[src/phy_status_pkg.sv]
// shared constants and types for the phy status summary register
package phy_status_pkg;

	// ************************************************************
	// management register addresses
	// ************************************************************
	localparam logic [4:0] ADDR_BASIC_STATUS  = 5'h01; // clears remote fault
	localparam logic [4:0] ADDR_AN_EXPANSION  = 5'h06; // clears page flag
	localparam logic [4:0] ADDR_STATUS_SUMMARY = 5'h10; // this register
	localparam logic [4:0] ADDR_FALSE_CARRIER = 5'h14; // clears false carrier
	localparam logic [4:0] ADDR_RX_ERROR      = 5'h15; // clears rx error
	localparam logic [4:0] ADDR_TENBASE_DFLT  = 5'h1F; // 10base reg, free choice

	// ************************************************************
	// bit positions inside the status summary word
	// ************************************************************
	localparam int BIT_RSVD_HI   = 15;
	localparam int BIT_XOVER     = 14;
	localparam int BIT_RX_ERR    = 13;
	localparam int BIT_POLARITY  = 12;
	localparam int BIT_FALSE_CAR = 11;
	localparam int BIT_SIG_DET   = 10;
	localparam int BIT_DESCR_LCK = 9;
	localparam int BIT_PAGE_RCV  = 8;
	localparam int BIT_RSVD_LO   = 7;
	localparam int BIT_REM_FAULT = 6;
	localparam int BIT_JABBER    = 5;
	localparam int BIT_AN_DONE   = 4;
	localparam int BIT_LOOPBACK  = 3;
	localparam int BIT_DUPLEX    = 2;
	localparam int BIT_SPEED10   = 1;
	localparam int BIT_LINK      = 0;

	localparam logic [15:0] WORD_RESET = 16'h0000; // read data after reset

	// ************************************************************
	// source signals from the transceiver core, same clock
	// ************************************************************
	typedef struct packed {
		logic auto_crossover_enable; // from phy_control_reg
		logic crossover_force;       // from phy_control_reg
		logic xover_live;            // current pair swap of the algorithm
		logic rx_error_evt;          // one-cycle receive error event
		logic polarity_inv;          // inverted polarity seen
		logic false_carrier_evt;     // one-cycle false carrier event
		logic signal_detect;         // unconditional signal detect level
		logic descr_lock;            // descrambler lock level
		logic page_rcvd_evt;         // link code word page received
		logic remote_fault_evt;      // partner reported remote fault
		logic jabber;                // lower-bit mirrors
		logic an_complete;
		logic loopback;
		logic duplex;
		logic speed10;
		logic link;
	} status_in_type;

	// ************************************************************
	// whole state of the block
	// ************************************************************
	typedef struct packed {
		logic        rx_err;       // latch high
		logic        polarity;     // mirror of the 10base flag
		logic        false_car;    // latch high
		logic        sig_det;      // latch low
		logic        descr_lck;    // latch low
		logic        page_rcv;     // mirror of expansion flag
		logic        rem_fault;    // sticky until basic status read
		logic [15:0] rd_data;      // read answer
		logic        rd_valid;     // read answer strobe
	} state_type;

endpackage : phy_status_pkg

[src/phy_status_summary.sv]
// status summary register with its latched flags and read port
`timescale 1ns/1ps
`default_nettype none

module phy_status_summary #(
	parameter logic [4:0] TENBASE_ADDR = phy_status_pkg::ADDR_TENBASE_DFLT
) (
	// clock and reset
	input  wire logic                          I_SYS_CLK,
	input  wire logic                          I_ARST_N,
	// management read port
	input  wire logic                          I_MGMT_RD,
	input  wire logic [4:0]                    I_MGMT_ADDR,
	output logic      [15:0]                   O_RD_DATA,
	output logic                               O_RD_VALID,
	// status sources from the transceiver core
	input  wire phy_status_pkg::status_in_type I_STATUS
);

	// ************************************************************
	// helper functions
	// ************************************************************

	// read of a given address this cycle
	function automatic logic rd_hit(input logic rd, input logic [4:0] a,
		input logic [4:0] want);
		rd_hit = rd && (a == want);
	endfunction : rd_hit

	// crossover bit from the control settings
	function automatic logic xover_bit(input phy_status_pkg::status_in_type s);
		if (s.crossover_force)
			xover_bit = 1'b1;                        // forced swap
		else if (s.auto_crossover_enable)
			xover_bit = s.xover_live;                // live tracking
		else
			xover_bit = 1'b0;                        // normal pairs
	endfunction : xover_bit

	// ************************************************************
	// state and next state
	// ************************************************************
	phy_status_pkg::state_type st_q;   // registered state
	phy_status_pkg::state_type st_d;   // next state
	logic [15:0]               word;   // assembled summary word
	logic                      rd_sum; // summary register read
	logic                      rd_rx;  // rx error counter read
	logic                      rd_fc;  // false carrier counter read
	logic                      rd_tb;  // 10base register read
	logic                      rd_an;  // expansion register read
	logic                      rd_bs;  // basic status read

	// decode which register the master reads
	always_comb
	begin
		rd_sum = rd_hit(I_MGMT_RD, I_MGMT_ADDR,
			phy_status_pkg::ADDR_STATUS_SUMMARY);
		rd_rx  = rd_hit(I_MGMT_RD, I_MGMT_ADDR, phy_status_pkg::ADDR_RX_ERROR);
		rd_fc  = rd_hit(I_MGMT_RD, I_MGMT_ADDR,
			phy_status_pkg::ADDR_FALSE_CARRIER);
		rd_tb  = rd_hit(I_MGMT_RD, I_MGMT_ADDR, TENBASE_ADDR);
		rd_an  = rd_hit(I_MGMT_RD, I_MGMT_ADDR,
			phy_status_pkg::ADDR_AN_EXPANSION);
		rd_bs  = rd_hit(I_MGMT_RD, I_MGMT_ADDR,
			phy_status_pkg::ADDR_BASIC_STATUS);
	end

	// assemble the word as it stands before this read's side effects
	always_comb
	begin
		word = phy_status_pkg::WORD_RESET;
		word[phy_status_pkg::BIT_RSVD_HI]   = 1'b0;
		word[phy_status_pkg::BIT_RSVD_LO]   = 1'b0;
		word[phy_status_pkg::BIT_XOVER]     = xover_bit(I_STATUS);
		word[phy_status_pkg::BIT_RX_ERR]    = st_q.rx_err;
		word[phy_status_pkg::BIT_POLARITY]  = st_q.polarity;
		word[phy_status_pkg::BIT_FALSE_CAR] = st_q.false_car;
		word[phy_status_pkg::BIT_SIG_DET]   = st_q.sig_det;
		word[phy_status_pkg::BIT_DESCR_LCK] = st_q.descr_lck;
		word[phy_status_pkg::BIT_PAGE_RCV]  = st_q.page_rcv;
		word[phy_status_pkg::BIT_REM_FAULT] = st_q.rem_fault;
		word[phy_status_pkg::BIT_JABBER]    = I_STATUS.jabber;
		word[phy_status_pkg::BIT_AN_DONE]   = I_STATUS.an_complete;
		word[phy_status_pkg::BIT_LOOPBACK]  = I_STATUS.loopback;
		word[phy_status_pkg::BIT_DUPLEX]    = I_STATUS.duplex;
		word[phy_status_pkg::BIT_SPEED10]   = I_STATUS.speed10;
		word[phy_status_pkg::BIT_LINK]      = I_STATUS.link;
	end

	// next state: a new event always wins over a clearing read
	always_comb
	begin
		st_d = st_q;
		// latch high flags
		st_d.rx_err    = I_STATUS.rx_error_evt
			| (st_q.rx_err & ~rd_rx);
		st_d.false_car = I_STATUS.false_carrier_evt
			| (st_q.false_car & ~rd_fc);
		st_d.polarity  = I_STATUS.polarity_inv
			| (st_q.polarity & ~rd_tb);
		st_d.page_rcv  = I_STATUS.page_rcvd_evt
			| (st_q.page_rcv & ~rd_an);
		st_d.rem_fault = I_STATUS.remote_fault_evt
			| (st_q.rem_fault & ~rd_bs);
		// latch low: a summary read reloads the live level
		if (rd_sum)
		begin
			st_d.sig_det   = I_STATUS.signal_detect;
			st_d.descr_lck = I_STATUS.descr_lock;
		end
		else
		begin
			st_d.sig_det   = st_q.sig_det & I_STATUS.signal_detect;
			st_d.descr_lck = st_q.descr_lck & I_STATUS.descr_lock;
		end
		// read answer: only the summary address returns data
		st_d.rd_valid = I_MGMT_RD;
		if (rd_sum)
			st_d.rd_data = word;
		else
			st_d.rd_data = phy_status_pkg::WORD_RESET; // other addresses
	end

	// register the whole state
	always_ff @(posedge I_SYS_CLK or negedge I_ARST_N)
	begin
		if (!I_ARST_N)
		begin
			st_q           <= '0;
			st_q.rd_data   <= phy_status_pkg::WORD_RESET;
		end
		else
		begin
			st_q <= st_d;
		end
	end

	// outputs come straight from flip-flops
	assign O_RD_DATA  = st_q.rd_data;
	assign O_RD_VALID = st_q.rd_valid;

	// ************************************************************
	// assertions
	// ************************************************************

	a_rsvd_zero: assert property (@(posedge I_SYS_CLK) disable iff (!I_ARST_N)
		!O_RD_DATA[phy_status_pkg::BIT_RSVD_HI]
		&& !O_RD_DATA[phy_status_pkg::BIT_RSVD_LO])
		else $error("reserved bit read as one");

	a_xover_force: assert property (@(posedge I_SYS_CLK) disable iff (!I_ARST_N)
		(rd_sum && I_STATUS.crossover_force) |=>
		O_RD_DATA[phy_status_pkg::BIT_XOVER])
		else $error("forced crossover not reported");

	a_xover_live: assert property (@(posedge I_SYS_CLK) disable iff (!I_ARST_N)
		(rd_sum && !I_STATUS.crossover_force && I_STATUS.auto_crossover_enable)
		|=> O_RD_DATA[phy_status_pkg::BIT_XOVER]
		== $past(I_STATUS.xover_live))
		else $error("crossover bit not tracking");

	a_xover_off: assert property (@(posedge I_SYS_CLK) disable iff (!I_ARST_N)
		(rd_sum && !I_STATUS.crossover_force && !I_STATUS.auto_crossover_enable)
		|=> !O_RD_DATA[phy_status_pkg::BIT_XOVER])
		else $error("crossover set while disabled");

	a_rxerr_hold: assert property (@(posedge I_SYS_CLK) disable iff (!I_ARST_N)
		I_STATUS.rx_error_evt ##1 (!rd_rx)[*2] |=> st_q.rx_err)
		else $error("rx error flag lost");

	a_rxerr_clear: assert property (@(posedge I_SYS_CLK) disable iff (!I_ARST_N)
		(rd_rx && !I_STATUS.rx_error_evt) |=> !st_q.rx_err)
		else $error("rx error flag not cleared");

	a_polarity_rd: assert property (@(posedge I_SYS_CLK) disable iff (!I_ARST_N)
		(rd_sum && st_q.polarity) |=> st_q.polarity)
		else $error("summary read cleared polarity");

	a_fc_clear: assert property (@(posedge I_SYS_CLK) disable iff (!I_ARST_N)
		I_STATUS.false_carrier_evt |=> st_q.false_car ##1
		(st_q.false_car || $past(rd_fc)))
		else $error("false carrier flag wrong");

	a_sigdet_low: assert property (@(posedge I_SYS_CLK) disable iff (!I_ARST_N)
		(!I_STATUS.signal_detect && !rd_sum) ##1 !rd_sum
		|=> !st_q.sig_det)
		else $error("signal detect drop not held");

	a_lock_low: assert property (@(posedge I_SYS_CLK) disable iff (!I_ARST_N)
		(!I_STATUS.descr_lock && !rd_sum) |=> !st_q.descr_lck)
		else $error("descrambler lock drop not held");

	a_page_keep: assert property (@(posedge I_SYS_CLK) disable iff (!I_ARST_N)
		(st_q.page_rcv && !rd_an) |=> st_q.page_rcv)
		else $error("page flag dropped without expansion read");

	a_fault_clr: assert property (@(posedge I_SYS_CLK) disable iff (!I_ARST_N)
		(rd_bs && !I_STATUS.remote_fault_evt) |=> !st_q.rem_fault)
		else $error("remote fault not cleared");

	a_ll_reload: assert property (@(posedge I_SYS_CLK) disable iff (!I_ARST_N)
		rd_sum |=> st_q.sig_det == $past(I_STATUS.signal_detect))
		else $error("latch low not reloaded on read");

	a_low_bits: assert property (@(posedge I_SYS_CLK) disable iff (!I_ARST_N)
		rd_sum |=> O_RD_VALID && O_RD_DATA[phy_status_pkg::BIT_LINK]
		== $past(I_STATUS.link))
		else $error("summary read answer wrong");

endmodule : phy_status_summary

`default_nettype wire

[config.mk]
export PLATFORM = sky130hd
export DESIGN_NAME = phy_status_summary
export DESIGN_NICKNAME = d
export VERILOG_FILES = /design/src/phy_status_pkg.sv /design/src/phy_status_summary.sv
export SDC_FILE = /design/constraint.sdc
export NUM_CORES = 1
export LEC_CHECK = 0
export BUFFER_PORTS_ARGS = -buffer_cell sky130_fd_sc_hd__buf_2
export CAP_MARGIN = 5
export CORE_MARGIN = 2
export CORE_UTILIZATION = 51
export CTS_CLUSTER_DIAMETER = 120
export CTS_CLUSTER_SIZE = 16
export DETAILED_ROUTE_END_ITERATION = 12
export HOLD_SLACK_MARGIN = 0.06
export PLACE_DENSITY = 0.92
export SETUP_SLACK_MARGIN = 0.15
export SLEW_MARGIN = 0
export SYNTH_ARGS = -nofsm -noshare
export SYNTH_HDL_FRONTEND = slang
export SYNTH_SLANG_ARGS = --single-unit
[constraint.sdc]
create_clock -name I_SYS_CLK -period 1.55 [get_ports I_SYS_CLK]
set_clock_uncertainty 0.2 [all_clocks]
set_input_delay 0.155 -clock I_SYS_CLK [delete_from_list [all_inputs] [get_ports I_SYS_CLK]]
set_output_delay 0.155 -clock I_SYS_CLK [all_outputs]
set_load 0.01 [all_outputs]
After elaboration in Yosys (flattened, before gate mapping)
Index checks and enable logic that the tools add are counted.
Operators by class
  equality and inequality tests: 6
  reductions and logical operators: 6
  bitwise operators: 17
  muxes and demuxes: 4
Operators with widths (count)
  equality test 5 bit, second input constant: 4
  2-to-1 mux 15 bit: 1
  AND 1 bit: 7
  logical AND 1 bit: 6
  equality test 5 x 1 -> 1 bit, second input constant: 1
  equality test 5 x 3 -> 1 bit, second input constant: 1
  inverter 1 bit: 5
  bitwise OR 1 bit: 5
  2-to-1 mux 1 bit: 2
  2-to-1 mux 2 bit: 1
Word-level totals
  logic and storage cells: 42
  output and inout port bits: 17
  input port bits: 24
  register bits after elaboration: 24

Logic depth before layout (Yosys ltp)
  depth in word-level cells: 5
  depth in mapped cells: 4
  gate-level depth less buffers: 2

Worst setup path before layout
OpenSTA, ideal clock, no wires.
  kind: input port to flip-flop
  start point: in I_MGMT_ADDR[3]
  end point: reg st_q[21] (netlist name)
  setup time: 0.120 ns
  slack: 0.429 ns
  path buffers: 2
  stages on the path: 4
  required time: 1.230 ns
  arrival time: 0.802 ns
  path through: nand4bb_1 buf_6 buf_12 o22a_2
RTL lines
  start: declaration: RTL line phy_status_summary.sv:13  | input wire logic [4:0] I_MGMT_ADDR,
  end signal: assignment: RTL line phy_status_summary.sv:134  | st_q <= st_d;
  end: declaration: RTL line phy_status_summary.sv:43  | phy_status_pkg::state_type st_q;

==> flow_summary_export.csv <==
group,metric,value,unit
pwr,peakVddDrop,0.380,mV
timing,final.setup.tns,0,ns
global_routing,grt_usage,19.7,%
final_layout,nets,158,
critical_path,critPathRequiredTime,1.56,ns
synth,syn-cell-area,1080,µm²
timing,setup_violations,0,
timing,hold_ws,-0.0934,ns
place,gp_congestion,0.769,
detailed_routing,wire_per_inst,15.0,µm
timing,period_needed,1.35,ns
final_layout,mostFrequentLayoutCell,"buf_2",
pwr,power_density,698,nW/µm²
critical_path,slowest_delay,0.69,ns
die,die_w,50.0,µm
synth,yosysSeqAreaShare,51.0,%
clock_network,ctsHtreeMaxLevel,1,
pwr,power_frac_comb,15.8,%
clock_network,clkTransAtPathRegs,0.13,ns
final_layout,diodes,0,
critical_path,critPathLaunchType,"primary input",
critical_path,cp_cell_sequence,"buf_2 > dlygate4sd3_1 > o41ai_1",
die,die_h,50.0,µm
final_layout,fill_cells,127,
flow_run,cap_violations,0,
detailed_routing,drtAntennaViolNets,0,
run_status,violations,"negative hold slack",
die,core_area,1980,µm²
synth,syn_area_per_cell,12.9,µm²
final_layout,drive_gt1_share,43.9,%
timing,rsz0062_at_grt,"false",
clock_network,clockBufferDepth,2,
die,fp-row-count,16,
detailed_routing,wl,2390,µm
final_layout,area.growth.synth_to_final,32.9,%
pwr,seq_power_share,58.0,%
pwr,p_sw_share,24.8,%
place,hpwlAfterDp,1370,µm
die,dieArea,2500,µm²
critical_path,crit_type,"primary input to flip-flop",
detailed_routing,vias_per_cell,5.06,
timing,finalHoldViolations,1,
pwr,clock_power_share,26.2,%
detailed_routing,drtIter0Drc,19,
critical_path,crit_slowest_cell,"dlygate4sd3_1",
detailed_routing,drc,0,
detailed_routing,vias,805,
timing,drv_slew,0,
global_routing,grt_antenna_before_repair,0,
die,initial_utilization,54.5,%
clock_network,cts_tree,"done",
synth,ys_warn_count,0,
global_routing,first_global_vias,783,
detailed_routing,dr.pass1.iters,4,
critical_path,crit_path_end_kind,"flip-flop",
final_layout,final_cell_mix,"38 x buf_2, 24 x dlygate4sd3_1, 22 x dfrtp_1",
global_routing,grt_pass1_wl,3590,µm
pwr,p_leak,0.667,nW
synth,syn_inst,84,
place,numPortBuffers,38,
timing,fmax,0.738,GHz
clock_network,numCtsBuffers,3,
run_status,status,"finished, violations left",
synth,synth.distinct_cells,23,
clock_network,clk_latency,0.31,ns
critical_path,cp_max_fo,6,
pwr,intPower,0.000754,W
clock_network,cts_root_buf,"clkbuf_4",
timing,fin_crit_sh,87.4,%
pwr,netSwitchingPower,0.000248,W
global_routing,grt.overflow.total,0,
clock_network,clock-sinks,22,
clock_network,post_cts_buffers,0,
worst_hold_path,worstHoldPathType,"primary input to flip-flop",
critical_path,critPathArrivalTime,1.36,ns
synth,ys_ff_latch,22,
die,pin_count,41,
global_routing,grt_max_degree,23,
worst paths after layout:
kind / slack, ns / endpoint / from / cells past startpoint
max in group asynchronous: 0.70 / O_RD_DATA[9] / I_ARST_N / 2
max: 0.20 / st_q[19] / I_MGMT_ADDR[0] / 3
min in group asynchronous: 0.11 / st_q[17] / I_ARST_N / 2
max reg2reg: 0.51 / O_RD_DATA[6] / st_q[17] / 1
min reg2reg: 0.29 / st_q[20] / st_q[20] / 2
min: -0.09 / st_q[21] / I_STATUS[10] / 2
area by class of cell:
cell class / instances / area [µm²] / share of cell area (%)
Multi-Input combinational cell: 38 / 357 / 24.8
Clock buffer: 3 / 22.5 / 1.57
Inverter: 3 / 11.3 / 0.785
Timing Repair Buffer: 66 / 460 / 32.1
Tap cell: 27 / 33.8 / 2.35
Sequential cell: 22 / 551 / 38.4
synth_stat cells (all sizes together):
| cell | n | area, µm² |
|---|---|---|
| buf | 22 | 171 |
| dfrtp | 22 | 551 |
| nor4b | 14 | 181 |
| a21oi | 4 | 20.0 |
| nor2 | 4 | 15.0 |
| inv | 3 | 11.3 |
| nand2 | 2 | 7.51 |
| nor3b | 2 | 15.0 |
| o41ai | 2 | 17.5 |
| a41oi | 1 | 8.76 |
| and4 | 1 | 8.76 |
| and4bb | 1 | 12.5 |
| conb | 1 | 3.75 |
| nand4bb | 1 | 11.3 |
| nor3 | 1 | 5.00 |
| nor4 | 1 | 21.3 |
| o22a | 1 | 10.0 |
| or3b | 1 | 8.76 |
flip-flops by register name, summed over array words and instances (netlist names):
| signal | flops |
|---|---|
| O_RD_DATA | 14 |
| st_q | 7 |
| O_RD_VALID | 1 |
worst max-delay path, delay by kind of cell:
kind | cells | cell delay, ns
buffers and inverters | 2 | 0.81
AOI/OAI and AO/OA | 1 | 0.40
metrics by stage:
step                      total power, W  area [µm²]  setup slack, ns  instances  utilization (%)
after floorplan                 0.000651        1080            0.429         85                -
after global placement          0.000695        1170            0.269        132             58.8
after detailed placement        0.000699        1170            0.156        132             58.8
after CTS                       0.000987        1420            0.254        158             71.6
after global routing             0.00103        1440            0.182        159             72.4
final                            0.00100        1440            0.196        159             72.4
routing by layer:
metal | track usage (%) | vias to the layer above | share of wire, %
met5 | 0 | - | 0
met4 | 16.2 | 0 | 4.5
met3 | 2.73 | 11 | 4.6
met2 | 29.4 | 35 | 50
met1 | 25.1 | 379 | 40
li1 | - | 380 | -
cells by family after synthesis:
group,count (synthesis),share of synthesized area [%]
AOI/OAI and AO/OA,8,5.21
other,1,0.347
buffers and inverters,25,16.9
and+or+nand+nor,28,26.5
DFF,22,51.0
timing repair:
item	CTS	global route
endpoints found under the setup margin	0	1
hold endpoints to repair	43	11
resized for setup	0	1
hold buffers	23	1
power by group through the flow:
stage | logic [W] | registers (W) | clock network [W]
5_1_grt | 0.000172 | 0.000582 | 0.000276
3_3_place_gp | 0.000102 | 0.000592 | 0
4_1_cts | 0.000151 | 0.000581 | 0.000255
3_5_place_dp | 0.000106 | 0.000592 | 0
2_1_floorplan | 0.0000576 | 0.000593 | 0
6_report | 0.000158 | 0.000582 | 0.000262
Power figures use the tool's default switching activity.
